**config.mk**
```make
export PLATFORM = sky130hd
export DESIGN_NAME = ewdt_watchdog
export DESIGN_NICKNAME = d
export VERILOG_FILES = /design/src/ewdt_pkg.sv /design/src/ewdt_watchdog.sv
export SDC_FILE = /design/constraint.sdc
export NUM_CORES = 1
export LEC_CHECK = 0
export ABC_AREA = 1
export BUFFER_PORTS_ARGS = -buffer_cell sky130_fd_sc_hd__buf_2
export CORE_MARGIN = 10
export CORE_UTILIZATION = 60
export CTS_CLUSTER_SIZE = 10
export DETAILED_ROUTE_END_ITERATION = 8
export PLACE_DENSITY = 0.86
export SYNTH_ARGS = -nofsm -noshare
export SYNTH_HDL_FRONTEND = slang
export SYNTH_SLANG_ARGS = --single-unit
```
**constraint.sdc**
```tcl
create_clock -name pclk -period 2.8 [get_ports pclk]
set_clock_uncertainty 0.2 [all_clocks]
set_input_delay 0.42 -clock pclk [delete_from_list [all_inputs] [get_ports pclk]]
set_output_delay 0.42 -clock pclk [all_outputs]
set_load 0.05 [all_outputs]
```
**src/ewdt_pkg.sv**
```systemverilog
// register map, field positions, reset values and timing counts of the watchdog.
// assumes a 32-bit APB slave with one aligned word per register.
package ewdt_pkg;

	// register byte offsets
	localparam logic [11:0] EWDT_OFS_RELOAD = 12'h000;
	localparam logic [11:0] EWDT_OFS_CONTROL = 12'h004;
	localparam logic [11:0] EWDT_OFS_RESTART = 12'h008;
	localparam logic [11:0] EWDT_OFS_COUNT = 12'h00c;

	// control field positions
	localparam int EWDT_BIT_ENABLE = 0;
	localparam int EWDT_BIT_TEST = 1;
	localparam int EWDT_BIT_SLEEP0_HOLD = 2;
	localparam int EWDT_BIT_WEEK_HOLD = 3;
	localparam int EWDT_BIT_DEBUG_HOLD = 4;

	// reset values
	localparam logic [15:0] EWDT_RST_RELOAD = 16'hffff;
	localparam logic [15:0] EWDT_RST_COUNT = 16'hffff;
	localparam logic [7:0] EWDT_RST_CONTROL = 8'h00;

	// slow clock periods per count step
	localparam int EWDT_TICKS_PER_STEP = 33;

	// writable control bits (enable and the three hold enables)
	localparam logic [7:0] EWDT_CTRL_WMASK = 8'h1d;

endpackage

```
**src/ewdt_watchdog.sv**
```systemverilog
// watchdog countdown timer with APB register access.
// assumes clk_32k arrives as an asynchronous pin; hold sources are asynchronous levels.
// all logic runs on pclk; the slow clock becomes a one-cycle enable pulse.

module ewdt_watchdog
	import ewdt_pkg::*;
#(
	parameter int STEP_TICKS = EWDT_TICKS_PER_STEP
) (
	// apb clock and system reset
	input wire logic pclk,
	input wire logic presetn,
	// reset kept over expiry, active low
	input wire logic keep_rst_n,
	// apb slave
	input wire logic psel,
	input wire logic penable,
	input wire logic pwrite,
	input wire logic [11:0] paddr,
	input wire logic [31:0] pwdata,
	output logic [31:0] prdata,
	output logic pready,
	output logic pslverr,
	// slow clock pin and hold sources
	input wire logic clk_32k,
	input wire logic debug_active,
	input wire logic week_timer_active,
	input wire logic sleep_timer0_active,
	// flag clear from the reset status register
	input wire logic watchdog_flag_clear,
	// expiry, flag and clock gating
	output logic expiry_reset_pulse,
	output logic watchdog_flag,
	output logic func_clk_en
);

	logic [31:0] prdata_q;
	logic pready_q;
	logic pslverr_q;
	logic [15:0] reload_q;
	logic [7:0] ctrl_q;
	logic [15:0] count_q;
	logic [15:0] count_d;
	logic [5:0] pre_q;
	logic [5:0] pre_d;
	logic expiry_q;
	logic flag_q;
	logic clk_en_q;
	logic [3:0] sync1_q;
	logic [3:0] sync2_q;
	logic [3:0] sync3_q;
	logic [3:0] filt_q;
	logic [3:0] filt_d;

	// counter holds two resets: system and kept-over-expiry
	wire count_rst_n = presetn & keep_rst_n;

	// apb decode
	wire setup = psel & ~penable;
	wire access = psel & penable & pready_q;
	wire wr = access & pwrite;
	wire hit_reload = (paddr == EWDT_OFS_RELOAD);
	wire hit_ctrl = (paddr == EWDT_OFS_CONTROL);
	wire hit_restart = (paddr == EWDT_OFS_RESTART);
	wire hit_count = (paddr == EWDT_OFS_COUNT);
	wire hit_any = hit_reload | hit_ctrl | hit_restart | hit_count;
	wire wr_reload = wr & hit_reload & ~pslverr_q;
	wire wr_ctrl = wr & hit_ctrl & ~pslverr_q;
	wire wr_restart = wr & hit_restart & ~pslverr_q;

	// control fields
	wire en = ctrl_q[EWDT_BIT_ENABLE];
	wire [7:0] ctrl_wr_val = pwdata[7:0] & EWDT_CTRL_WMASK;
	wire en_rise = wr_ctrl & ~en & ctrl_wr_val[EWDT_BIT_ENABLE];

	// read data, registered in the setup cycle so the access completes at once
	wire [31:0] rd_mux = hit_reload ? {16'h0000, reload_q} :
		hit_ctrl ? {24'h000000, ctrl_q} :
		hit_count ? {16'h0000, count_q} : 32'h00000000;

	// apb response: no wait for the slow clock
	always_ff @(posedge pclk or negedge presetn) begin
		if (!presetn) begin
			prdata_q <= 32'h00000000;
			pready_q <= 1'b0;
			pslverr_q <= 1'b0;
		end else begin
			pready_q <= setup;
			if (setup) begin
				prdata_q <= pwrite ? 32'h00000000 : rd_mux;
				pslverr_q <= ~hit_any;
			end else if (access) begin
				pslverr_q <= 1'b0;
			end
		end
	end

	// software registers under system reset
	always_ff @(posedge pclk or negedge presetn) begin
		if (!presetn) begin
			reload_q <= EWDT_RST_RELOAD;
			ctrl_q <= EWDT_RST_CONTROL;
		end else begin
			if (wr_reload)
				reload_q <= pwdata[15:0];
			if (wr_ctrl)
				ctrl_q <= ctrl_wr_val;
		end
	end

	// three-stage synchronisers: slow clock and the hold sources
	wire [3:0] pins = {sleep_timer0_active, week_timer_active, debug_active, clk_32k};
	always_ff @(posedge pclk or negedge presetn) begin
		if (!presetn) begin
			sync1_q <= 4'h0;
			sync2_q <= 4'h0;
			sync3_q <= 4'h0;
			filt_q <= 4'h0;
		end else begin
			sync1_q <= pins;
			sync2_q <= sync1_q;
			sync3_q <= sync2_q;
			filt_q <= filt_d;
		end
	end

	// a change counts once stages two and three agree
	wire [3:0] agree = ~(sync2_q ^ sync3_q);
	assign filt_d = (agree & sync3_q) | (~agree & filt_q);

	// one pulse per slow clock rising edge
	wire tick = filt_d[0] & ~filt_q[0];

	// hold request from enabled sources
	wire hold = (filt_q[1] & ctrl_q[EWDT_BIT_DEBUG_HOLD])
		| (filt_q[2] & ctrl_q[EWDT_BIT_WEEK_HOLD])
		| (filt_q[3] & ctrl_q[EWDT_BIT_SLEEP0_HOLD]);

	// a disabled or held counter neither steps nor advances its prescaler
	wire run = en & ~hold;
	wire step_tick = run & tick;
	wire step = step_tick & (pre_q == 6'(STEP_TICKS - 1));
	wire underflow = step & (count_q == 16'h0000);

	// software reload wins over an underflow in the same cycle
	wire sw_reload = wr_reload | (wr_restart & en) | en_rise;
	wire expire = underflow & ~sw_reload;
	wire [15:0] reload_src = wr_reload ? pwdata[15:0] : reload_q;

	// next count and prescaler
	always_comb begin
		count_d = count_q;
		pre_d = pre_q;
		if (sw_reload | expire) begin
			count_d = reload_src;
			pre_d = 6'h00;
		end else if (step) begin
			count_d = count_q - 16'h0001;
			pre_d = 6'h00;
		end else if (step_tick) begin
			pre_d = pre_q + 6'h01;
		end
	end

	// countdown registers
	always_ff @(posedge pclk or negedge count_rst_n) begin
		if (!count_rst_n) begin
			count_q <= EWDT_RST_COUNT;
			pre_q <= 6'h00;
		end else begin
			count_q <= count_d;
			pre_q <= pre_d;
		end
	end

	// expiry pulse spans one slow clock period
	always_ff @(posedge pclk or negedge presetn) begin
		if (!presetn) begin
			expiry_q <= 1'b0;
			clk_en_q <= 1'b0;
		end else begin
			if (expire)
				expiry_q <= 1'b1;
			else if (tick)
				expiry_q <= 1'b0;
			clk_en_q <= run;
		end
	end

	// sticky flag survives the system reset that expiry causes; set wins
	always_ff @(posedge pclk or negedge keep_rst_n) begin
		if (!keep_rst_n)
			flag_q <= 1'b0;
		else if (expire)
			flag_q <= 1'b1;
		else if (watchdog_flag_clear)
			flag_q <= 1'b0;
	end

	assign prdata = prdata_q;
	assign pready = pready_q;
	assign pslverr = pslverr_q;
	assign expiry_reset_pulse = expiry_q;
	assign watchdog_flag = flag_q;
	assign func_clk_en = clk_en_q;

endmodule

```
==> impl_metrics.tcl, run 1 <==
set metrics [dict create \
    status "complete, no violations" \
    start_util 0.623 \
    syn_inst 571 \
    place.gp.congestion 0.905 \
    post_cts_buffers 0 \
    grt_start_max_net_pins 52 \
    grt_pass1_wl_um 19200 \
    tightestPinTransition_ns 0.904 \
    port_buffers 59 \
    postCtsHoldBufs 6 \
    synth_top_cell_by_area "dfrtp_1" \
    cts-buffers-inserted 9 \
    first_pass_iters 6 \
    core_um2 7290 \
    synth.top_cell.area_share 0.259 \
    dp_hpwl_um 8680 \
    peakVddDrop_v 0.000391 \
    critical_path.endpoint_type "flop" \
    yosysUniqueCellTypes 39 \
    globalRouteTotalUtil 0.206 \
    hp-class "in -> reg" \
    clockRootBuffer "clkbuf_8" \
    areaGrowthSynthToFinish_pct 13.6 \
    timing.final.crit_share 0.843 \
    rows 31 \
    dr_total_vias 4060 \
    clk_path_buf_depth 2 \
    min_period_ns 2.36 \
    drive_gt1_frac 0.222 \
    synth_common_cells "nand2_1 (174), inv_1 (71), dfrtp_1 (47), nor2_1 (45), o21ai_0 (38)" \
    synth-edff-count 0 \
    relSlewSlack 0.397 \
    rsz0062_at_grt "false" \
    cp_data_arrival_time_ns 2.41 \
    tns_ns 0 \
    max_freq_mhz 424 \
    ios 92 \
    antennaDiodeCount 0 \
    cts-resized-gates 0 \
    synth_seq_area_share 0.444 \
    avgSynthCellArea_um2 7.95 \
    die_w_um 107 \
    powerDensity_nw_per_um2 471 \
    slew_violations 0 \
    drt-initial-drc-count 314 \
    clk_latency_ns 0.36 \
    clkTransAtPathRegs_ns 0.09 \
    synth_seq_cells 79 \
    ant_nets 0 \
    die_y_um 107 \
    ys.warnings.count 0 \
    async_reset_ff_frac 1.00 \
    crit_required_ns 2.85 \
    drc 0 \
    worst_hold_slack_ns 0.0530 \
    hold_viol 0 \
    vias_per_cell 5.46 \
    detail_route.wl_per_cell_um 15.5 \
    worst_setup_path_start_kind "flop" \
    max_cap_viol_count 0 \
    finalSetupViolCount 0 \
    antenna_found_initial 0 \
    synth_area_leaders "dfrtp_1 (26%), dfstp_2 (19%), nand2_1 (14%)" \
    cts_tree "built" \
    die_area_um2 11400 \
    p_leak_nw 2.77 \
    syn_area_um2 4540 \
    path_max_fanout 11 \
    grt_pass1_vias 4053 \
    yosysMostFrequentCell "nand2_1" \
    htree_num_levels 3 \
    cts_sinks 79 \
    routed_wl_um 11600 \
    critPathKind "reg -> reg" \
    synth_flop_cell "dfrtp_1" \
    grt_overflow 0 \
    fin_nets 699 \
]
## layout by cell type (no fill, tap or decap), types with 10 or more instances in the layout
cell       n
and2_1    12
nand3_2   11
nor2_1    45
inv_1     71
dfstp_2   32
nor3_1    10
buf_2     59
conb_1    16
nand3_1   28
xor2_1    11
o21ai_0   38
nand2_1  174
nand4_1   13
dfrtp_1   47
## per-layer routing
layer  track usage  up-vias  wire (um)
li1              -     1915          -
met1         0.248     1927       4810
met2         0.340      186       5550
met3        0.0665       32        954
met4        0.0716        0        241
met5             0        -          0
## cell families (layout without fill, tap and decap cells)
kind of cell	after synthesis	after routing	share of synthesized area
compound gates	52	52	0.0711
xor+xnor	14	14	0.0270
fa+ha+maj	7	7	0.0176
buf+inv	105	164	0.110
flops	79	79	0.444
other cells	1	16	0.000826
simple gates	313	313	0.329
## sequential cells by signal, summed over array words and instances (netlist names), named ones only
register	count
func_clk_en	1
watchdog_flag	1
ctrl_q	4
sync3_q	4
filt_q	1
pre_q	6
sync2_q	4
reload_q	16
prdata	16
count_q	16
pready	1
sync1_q	4
expiry_reset_pulse	1
pslverr	1
## layout make-up
cell class	count	area, um^2
Tap cell	99	124
Sequential cell	79	2020
Clock inverter	7	113
Multi-Input combinational cell	402	2080
Clock buffer	9	124
Fill cell	611	2130
Inverter	75	284
Timing Repair Buffer	73	415
## report_power, final
part / total [W] / switching (W) / internal, W
Combinational: 0.000231 / 0.000163 / 0.0000682
Sequential: 0.00120 / 0.0000280 / 0.00118
Clock: 0.000995 / 0.000473 / 0.000522
## worst paths after layout
check | start | to | slack (ns) | cells after the start
setup / recovery | ctrl_q[0] | pre_q[5] | 0.44 | 9
min in group asynchronous | keep_rst_n | watchdog_flag | 0.17 | 2
hold reg to reg | sync1_q[3] | sync2_q[3] | 0.16 | 0
max in group asynchronous | presetn | pre_q[0] | 1.08 | 4
setup reg to reg | ctrl_q[0] | pre_q[5] | 0.44 | 9
hold / removal | watchdog_flag_clear | watchdog_flag | 0.05 | 2
## critical path, cell delays in order, from the launching register on
cell,delay [ns]
dfrtp_1,0.55
nand2_1,0.11
nor2_2,0.15
nand2_1,0.19
nor2_4,0.25
nand3_2,0.28
nand3_1,0.26
inv_1,0.11
nand2_1,0.09
nand2_1,0.06
## through the flow
| stage | utilization | worst slack [ns] | area (um^2) | std cells | total power [W] |
|---|---|---|---|---|---|
| floorplan | - | 0.742 | 4600 | 586 | 0.00138 |
| detailed placement | 0.667 | 0.339 | 4860 | 722 | 0.00145 |
| CTS | 0.707 | 0.471 | 5160 | 744 | 0.00244 |
| finish | 0.707 | 0.439 | 5160 | 744 | 0.00243 |
| global placement | 0.667 | 0.411 | 4860 | 722 | 0.00143 |
| global route | 0.707 | 0.303 | 5160 | 744 | 0.00253 |
Power figures use the tool's default switching activity.
==> run 2, diff against run 1 <==
Settings changed: CORE_UTILIZATION 60 to 50, PLACE_DENSITY 0.86 to 0.77.
Clock period 2.8 ns to 2.1 ns, I/O delays scaled along.
==> run 2 against run 1 <==
- clock power grew 30%
- sequential power grew 34%
- register-to-register slack lost 0.31 ns
==> impl_metrics.tcl, run 2 (synthesis results as in run 1) <==
set metrics [dict create \
    routed_wl_um 11400 \
    core_um2 8760 \
    p_leak_nw 2.91 \
    worst_setup_path_start_kind "flop" \
    grt_util_met1 0.225 \
    ant_nets 0 \
    grt_pass1_wl_um 18900 \
    tightestPinTransition_ns 0.506 \
    drc 0 \
    min_period_ns 1.97 \
    rsz0062_at_grt "false" \
    ff2ff_path_depth 10 \
    hold_viol 0 \
    dpl.cell_count 748 \
    multi_input_area_um2 2110 \
    clk_latency_ns 0.35 \
    grt_start_max_net_pins 47 \
    fin_nets 724 \
    critical_path.endpoint_type "flop" \
    crit_path_start "pre_q[0]" \
    grt_pass1_vias 3884 \
    die_w_um 115 \
    finalSetupViolCount 0 \
    drive_gt1_frac 0.257 \
    clkTransAtPathRegs_ns 0.09 \
    grt_overflow 0 \
    seq_area_um2 2020 \
    instances_no_fill 778 \
    globalRouteTotalUtil 0.175 \
    reg2reg_from "pre_q[0]" \
    rows 34 \
    tns_ns 0 \
    cts_sinks 79 \
    first_pass_iters 5 \
    cts-buffers-inserted 9 \
    layout_commonest_cell "nand2_1" \
    start_util 0.518 \
    max_cap_viol_count 0 \
    worst_hold_slack_ns 0.00889 \
    num-fill-cells 780 \
    powerDensity_nw_per_um2 592 \
    path_max_fanout 11 \
    hp-class "in -> reg" \
    vias_per_cell 5.09 \
    postLayoutCoreUtil 0.619 \
    busiest_layer "met2" \
    timing.final.crit_share 0.936 \
    final_cell_mix "nand2_1 (173), inv_1 (70), buf_2 (59)" \
    slew_violations 0 \
    fin_ws_ns 0.134 \
    drt-initial-drc-count 256 \
    max_freq_mhz 509 \
    r2r_slack_ns 0.13 \
    cts_tree "built" \
    grt_use_met2 0.286 \
    antenna_found_initial 0 \
    port_buffers 59 \
    dp_hpwl_um 8850 \
    die_y_um 115 \
    cp_data_arrival_time_ns 2.04 \
    slowest_stage "dfrtp_1" \
    relSlewSlack 0.660 \
    dr_total_vias 3957 \
    htree_num_levels 3 \
    clockRootBuffer "clkbuf_8" \
    antennaDiodeCount 0 \
    critPathKind "reg -> reg" \
    endpoint "count_q[10]" \
    clk_path_buf_depth 2 \
    crit_chain "inv_1 > ha_1 > nand4_1 > nor2_4 > inv_1 > nand3_4 > buf_4 > nand2_1 > nand2_1 > nand2_1" \
    areaGrowthSynthToFinish_pct 19.5 \
    status "complete, no violations" \
    die_area_um2 13300 \
    ios 92 \
    r2r-end "count_q[10]" \
    peakVddDrop_v 0.000471 \
    crit_required_ns 2.18 \
    place.gp.congestion 0.924 \
    detail_route.wl_per_cell_um 14.7 \
    crit_top_cell "nand2_1" \
    critPathMaxStageDelay_ns 0.43 \
    use_met3 0.0422 \
    place_ws_ns 0.0191 \
]
## run 2: cell count changes in the layout (fill, tap and decap cells not counted), sizes merged
cell / delta
clkinvlp: -1
buf: +22
dlygate4sd3: +3
clkinv: +1
## run 2: final cells by class
class | instances | share of cell area
tap | 108 | 0.0249
inverter | 75 | 0.0526
clock inverter | 7 | 0.0189
sequential | 79 | 0.372
multi-input combinational | 402 | 0.390
timing repair buffer | 98 | 0.119
clock buffer | 9 | 0.0228
## run 2: worst min path at each step
stage / from / to / cells past startpoint
final: pwdata[4] / ctrl_q[4] / 3
after global routing: pwdata[4] / ctrl_q[4] / 3
after floorplan: presetn / async pin / 0
after global placement: keep_rst_n / watchdog_flag / 1
after detailed placement: keep_rst_n / watchdog_flag / 1
after CTS: pwdata[4] / ctrl_q[4] / 3
## run 2: where the power goes
part           switching, W  internal, W  total, W
combinational      0.000213     0.000101  0.000314
sequential        0.0000372      0.00157   0.00161
clock              0.000603     0.000689   0.00129
total              0.000853      0.00236   0.00321
## run 2: critical path, delay by kind of cell, from the launching register on
| family | cells | cell delay, ns |
|---|---|---|
| adder cells (fa/ha/maj) | 1 | 0.15 |
| buffers and inverters | 3 | 0.37 |
| flip-flops | 1 | 0.43 |
| AND/OR/NAND/NOR | 6 | 0.73 |
## run 2: per-layer routing
metal | up-vias | part of all wire
met5 | - | 0
met3 | 9 | 0.082
met1 | 1852 | 0.43
li1 | 1969 | -
met2 | 127 | 0.47
met4 | 0 | 0.011
## run 2: timing repair
item | 4_1_cts | 5_1_grt
buffers inserted | 0 | 5
setup endpoints to repair | 0 | 17
hold buffers | 9 | 0
hold endpoints to repair | 54 | 0
resized for setup | 0 | 10
## run 2: through the flow
| stage | area [um^2] | power, W |
|---|---|---|
| 2_1_floorplan | 4600 | 0.00184 |
| 3_3_place_gp | 5040 | 0.00192 |
| 3_5_place_dp | 5040 | 0.00193 |
| 4_1_cts | 5350 | 0.00325 |
| 5_1_grt | 5430 | 0.00336 |
| 6_report | 5430 | 0.00321 |
==> run 3, diff against run 2 <==
Settings changed: CORE_UTILIZATION 50 to 42, PLACE_DENSITY 0.77 to 0.66.
==> run 3 against run 2 <==
- combinational power up 2%
- cell area up 0.37%
- fmax down 0.52%
- sequential share of layout area down 0.14 points
- first-iteration DRC count up 29%
- register-to-register slack about the same
- die area up 16%
- critical path type unchanged
==> impl_metrics.tcl, run 3 (synthesis results as in run 1) <==
set metrics [dict create \
    status "complete, no violations" \
    drt-initial-drc-count 329 \
    hp-class "in -> async" \
    drc 0 \
    cp_data_arrival_time_ns 2.08 \
    crit_required_ns 2.20 \
    dr_total_vias 3922 \
    die_w_um 124 \
    slew_violations 0 \
    path_buf_inv 2 \
    r2r-end "count_q[7]" \
    ant_nets 0 \
    path_depth 11 \
    grt_start_max_net_pins 42 \
    reg2reg_from "count_q[0]" \
    final_cell_mix "nand2_1 (172), inv_1 (70), buf_2 (59)" \
    p_sw_frac 0.270 \
    hold_viol 0 \
    fin_nets 720 \
    ff2ff_path_depth 11 \
    areaGrowthSynthToFinish_pct 19.9 \
    pwr-share-seq 0.496 \
    postLayoutCoreUtil 0.523 \
    relSlewSlack 0.649 \
    rows 37 \
    first_pass_iters 5 \
    clk_path_buf_depth 2 \
    pwr-share-comb 0.099 \
    antenna_found_initial 0 \
    clkTransAtPathRegs_ns 0.09 \
    htree_num_levels 3 \
    cpLargestDelayFamily "simple AND/OR/NAND/NOR gates" \
    critPathMaxStageDelay_ns 0.55 \
    detail_route.wl_per_cell_um 14.3 \
    crit_chain "inv_1 > ha_1 > inv_1 > nor3_2 > nand3_1 > nor2_2 > nand2_4 > nand3_2 > nand2_1 > nand3_2 > nand2_1" \
    die_area_um2 15400 \
    vias_per_cell 4.89 \
    cts_tree "built" \
    grt_pass1_wl_um 18700 \
    die_y_um 124 \
    drive_gt1_frac 0.249 \
    internal-power_w 0.00236 \
    globalRouteTotalUtil 0.152 \
    port_buffers 59 \
    crit_path_start "count_q[0]" \
    grt_overflow 0 \
    cts-buffers-inserted 9 \
    ios 92 \
    tightestPinTransition_ns 0.523 \
    dp_hpwl_um 8530 \
    cts_sinks 79 \
    antennaDiodeCount 0 \
    finalSetupViolCount 0 \
    place.gp.congestion 0.914 \
    worst_setup_path_start_kind "flop" \
    layout_commonest_cell "nand2_1" \
    min_period_ns 1.98 \
    core_um2 10400 \
    rsz0062_at_grt "false" \
    p_leak_nw 2.90 \
    critPathKind "reg -> reg" \
    powerDensity_nw_per_um2 594 \
    r2r_slack_ns 0.12 \
    grt_pass1_vias 3864 \
    slowest_stage "dfstp_2" \
    routed_wl_um 11500 \
    critical_path.endpoint_type "flop" \
    clockRootBuffer "clkbuf_8" \
    timing.final.crit_share 0.941 \
    start_util 0.436 \
    max_freq_mhz 506 \
    p_sw_w 0.000872 \
    tns_ns 0 \
    path_max_fanout 8 \
    peakVddDrop_v 0.000471 \
    max_cap_viol_count 0 \
    clock_power_share 0.405 \
    clk_latency_ns 0.36 \
]
-- run 3: changes by cell type in the layout (fill, tap and decap cells not counted), moves of 2 or more --
cell,before,now
buf_4,27,19
inv_6,3,0
clkinv_4,0,2
nand3_2,11,13
-- run 3: power by group through the flow --
stage | logic (W) | clock network [W] | registers (W)
after global routing | 0.000358 | 0.00141 | 0.00161
after CTS | 0.000323 | 0.00134 | 0.00160
after detailed placement | 0.000304 | 0 | 0.00163
final | 0.000319 | 0.00131 | 0.00160
after global placement | 0.000295 | 0 | 0.00163
after floorplan | 0.000200 | 0 | 0.00164
-- run 3: worst max-delay path by stage --
stage                        endpoint  slack [ns]
final                      count_q[7]        0.12
after global routing         pre_q[3]        0.02
after CTS                 count_q[13]        0.02
after detailed placement  count_q[12]       0.002
after global placement    count_q[12]        0.05
after floorplan            count_q[4]        0.04
-- run 3: what timing repair did --
| item | 4_1_cts | 5_1_grt |
|---|---|---|
| buffers inserted | 0 | 5 |
| resized for setup | 0 | 9 |
| hold endpoints to repair | 30 | 0 |
| endpoints found under the setup margin | 0 | 21 |
| hold buffers | 10 | 0 |
-- run 3: area by class of cell --
class                   count  area, um^2
fillers                  1019        4970
multi-input cells         404        2130
flip-flops and latches     79        2020
repair buffers             92         618
inverters                  75         285
well taps                 136         170
clock buffers               9         124
clock inverters             7         105
-- run 3: per-stage QoR --
stage	area [um^2]	power [W]	instances	worst slack (ns)	hold WS (ns)
6_report	5450	0.00323	802	0.123	0.0472
5_1_grt	5450	0.00338	802	0.0195	0.0553
4_1_cts	5370	0.00326	796	0.0213	0.0338
3_5_place_dp	5040	0.00193	770	0.00249	-0.102
3_3_place_gp	5040	0.00192	770	0.0485	-0.102
2_1_floorplan	4600	0.00184	586	0.0422	-0.181
-- run 3: per-layer routing --
metal / GRT usage / wire [um] / up-vias
li1: - / - / 1965
met1: 0.191 / 5130 / 1833
met2: 0.250 / 5370 / 109
met3: 0.0367 / 804 / 15
met4: 0.0540 / 170 / 0
met5: 0 / 0 / -
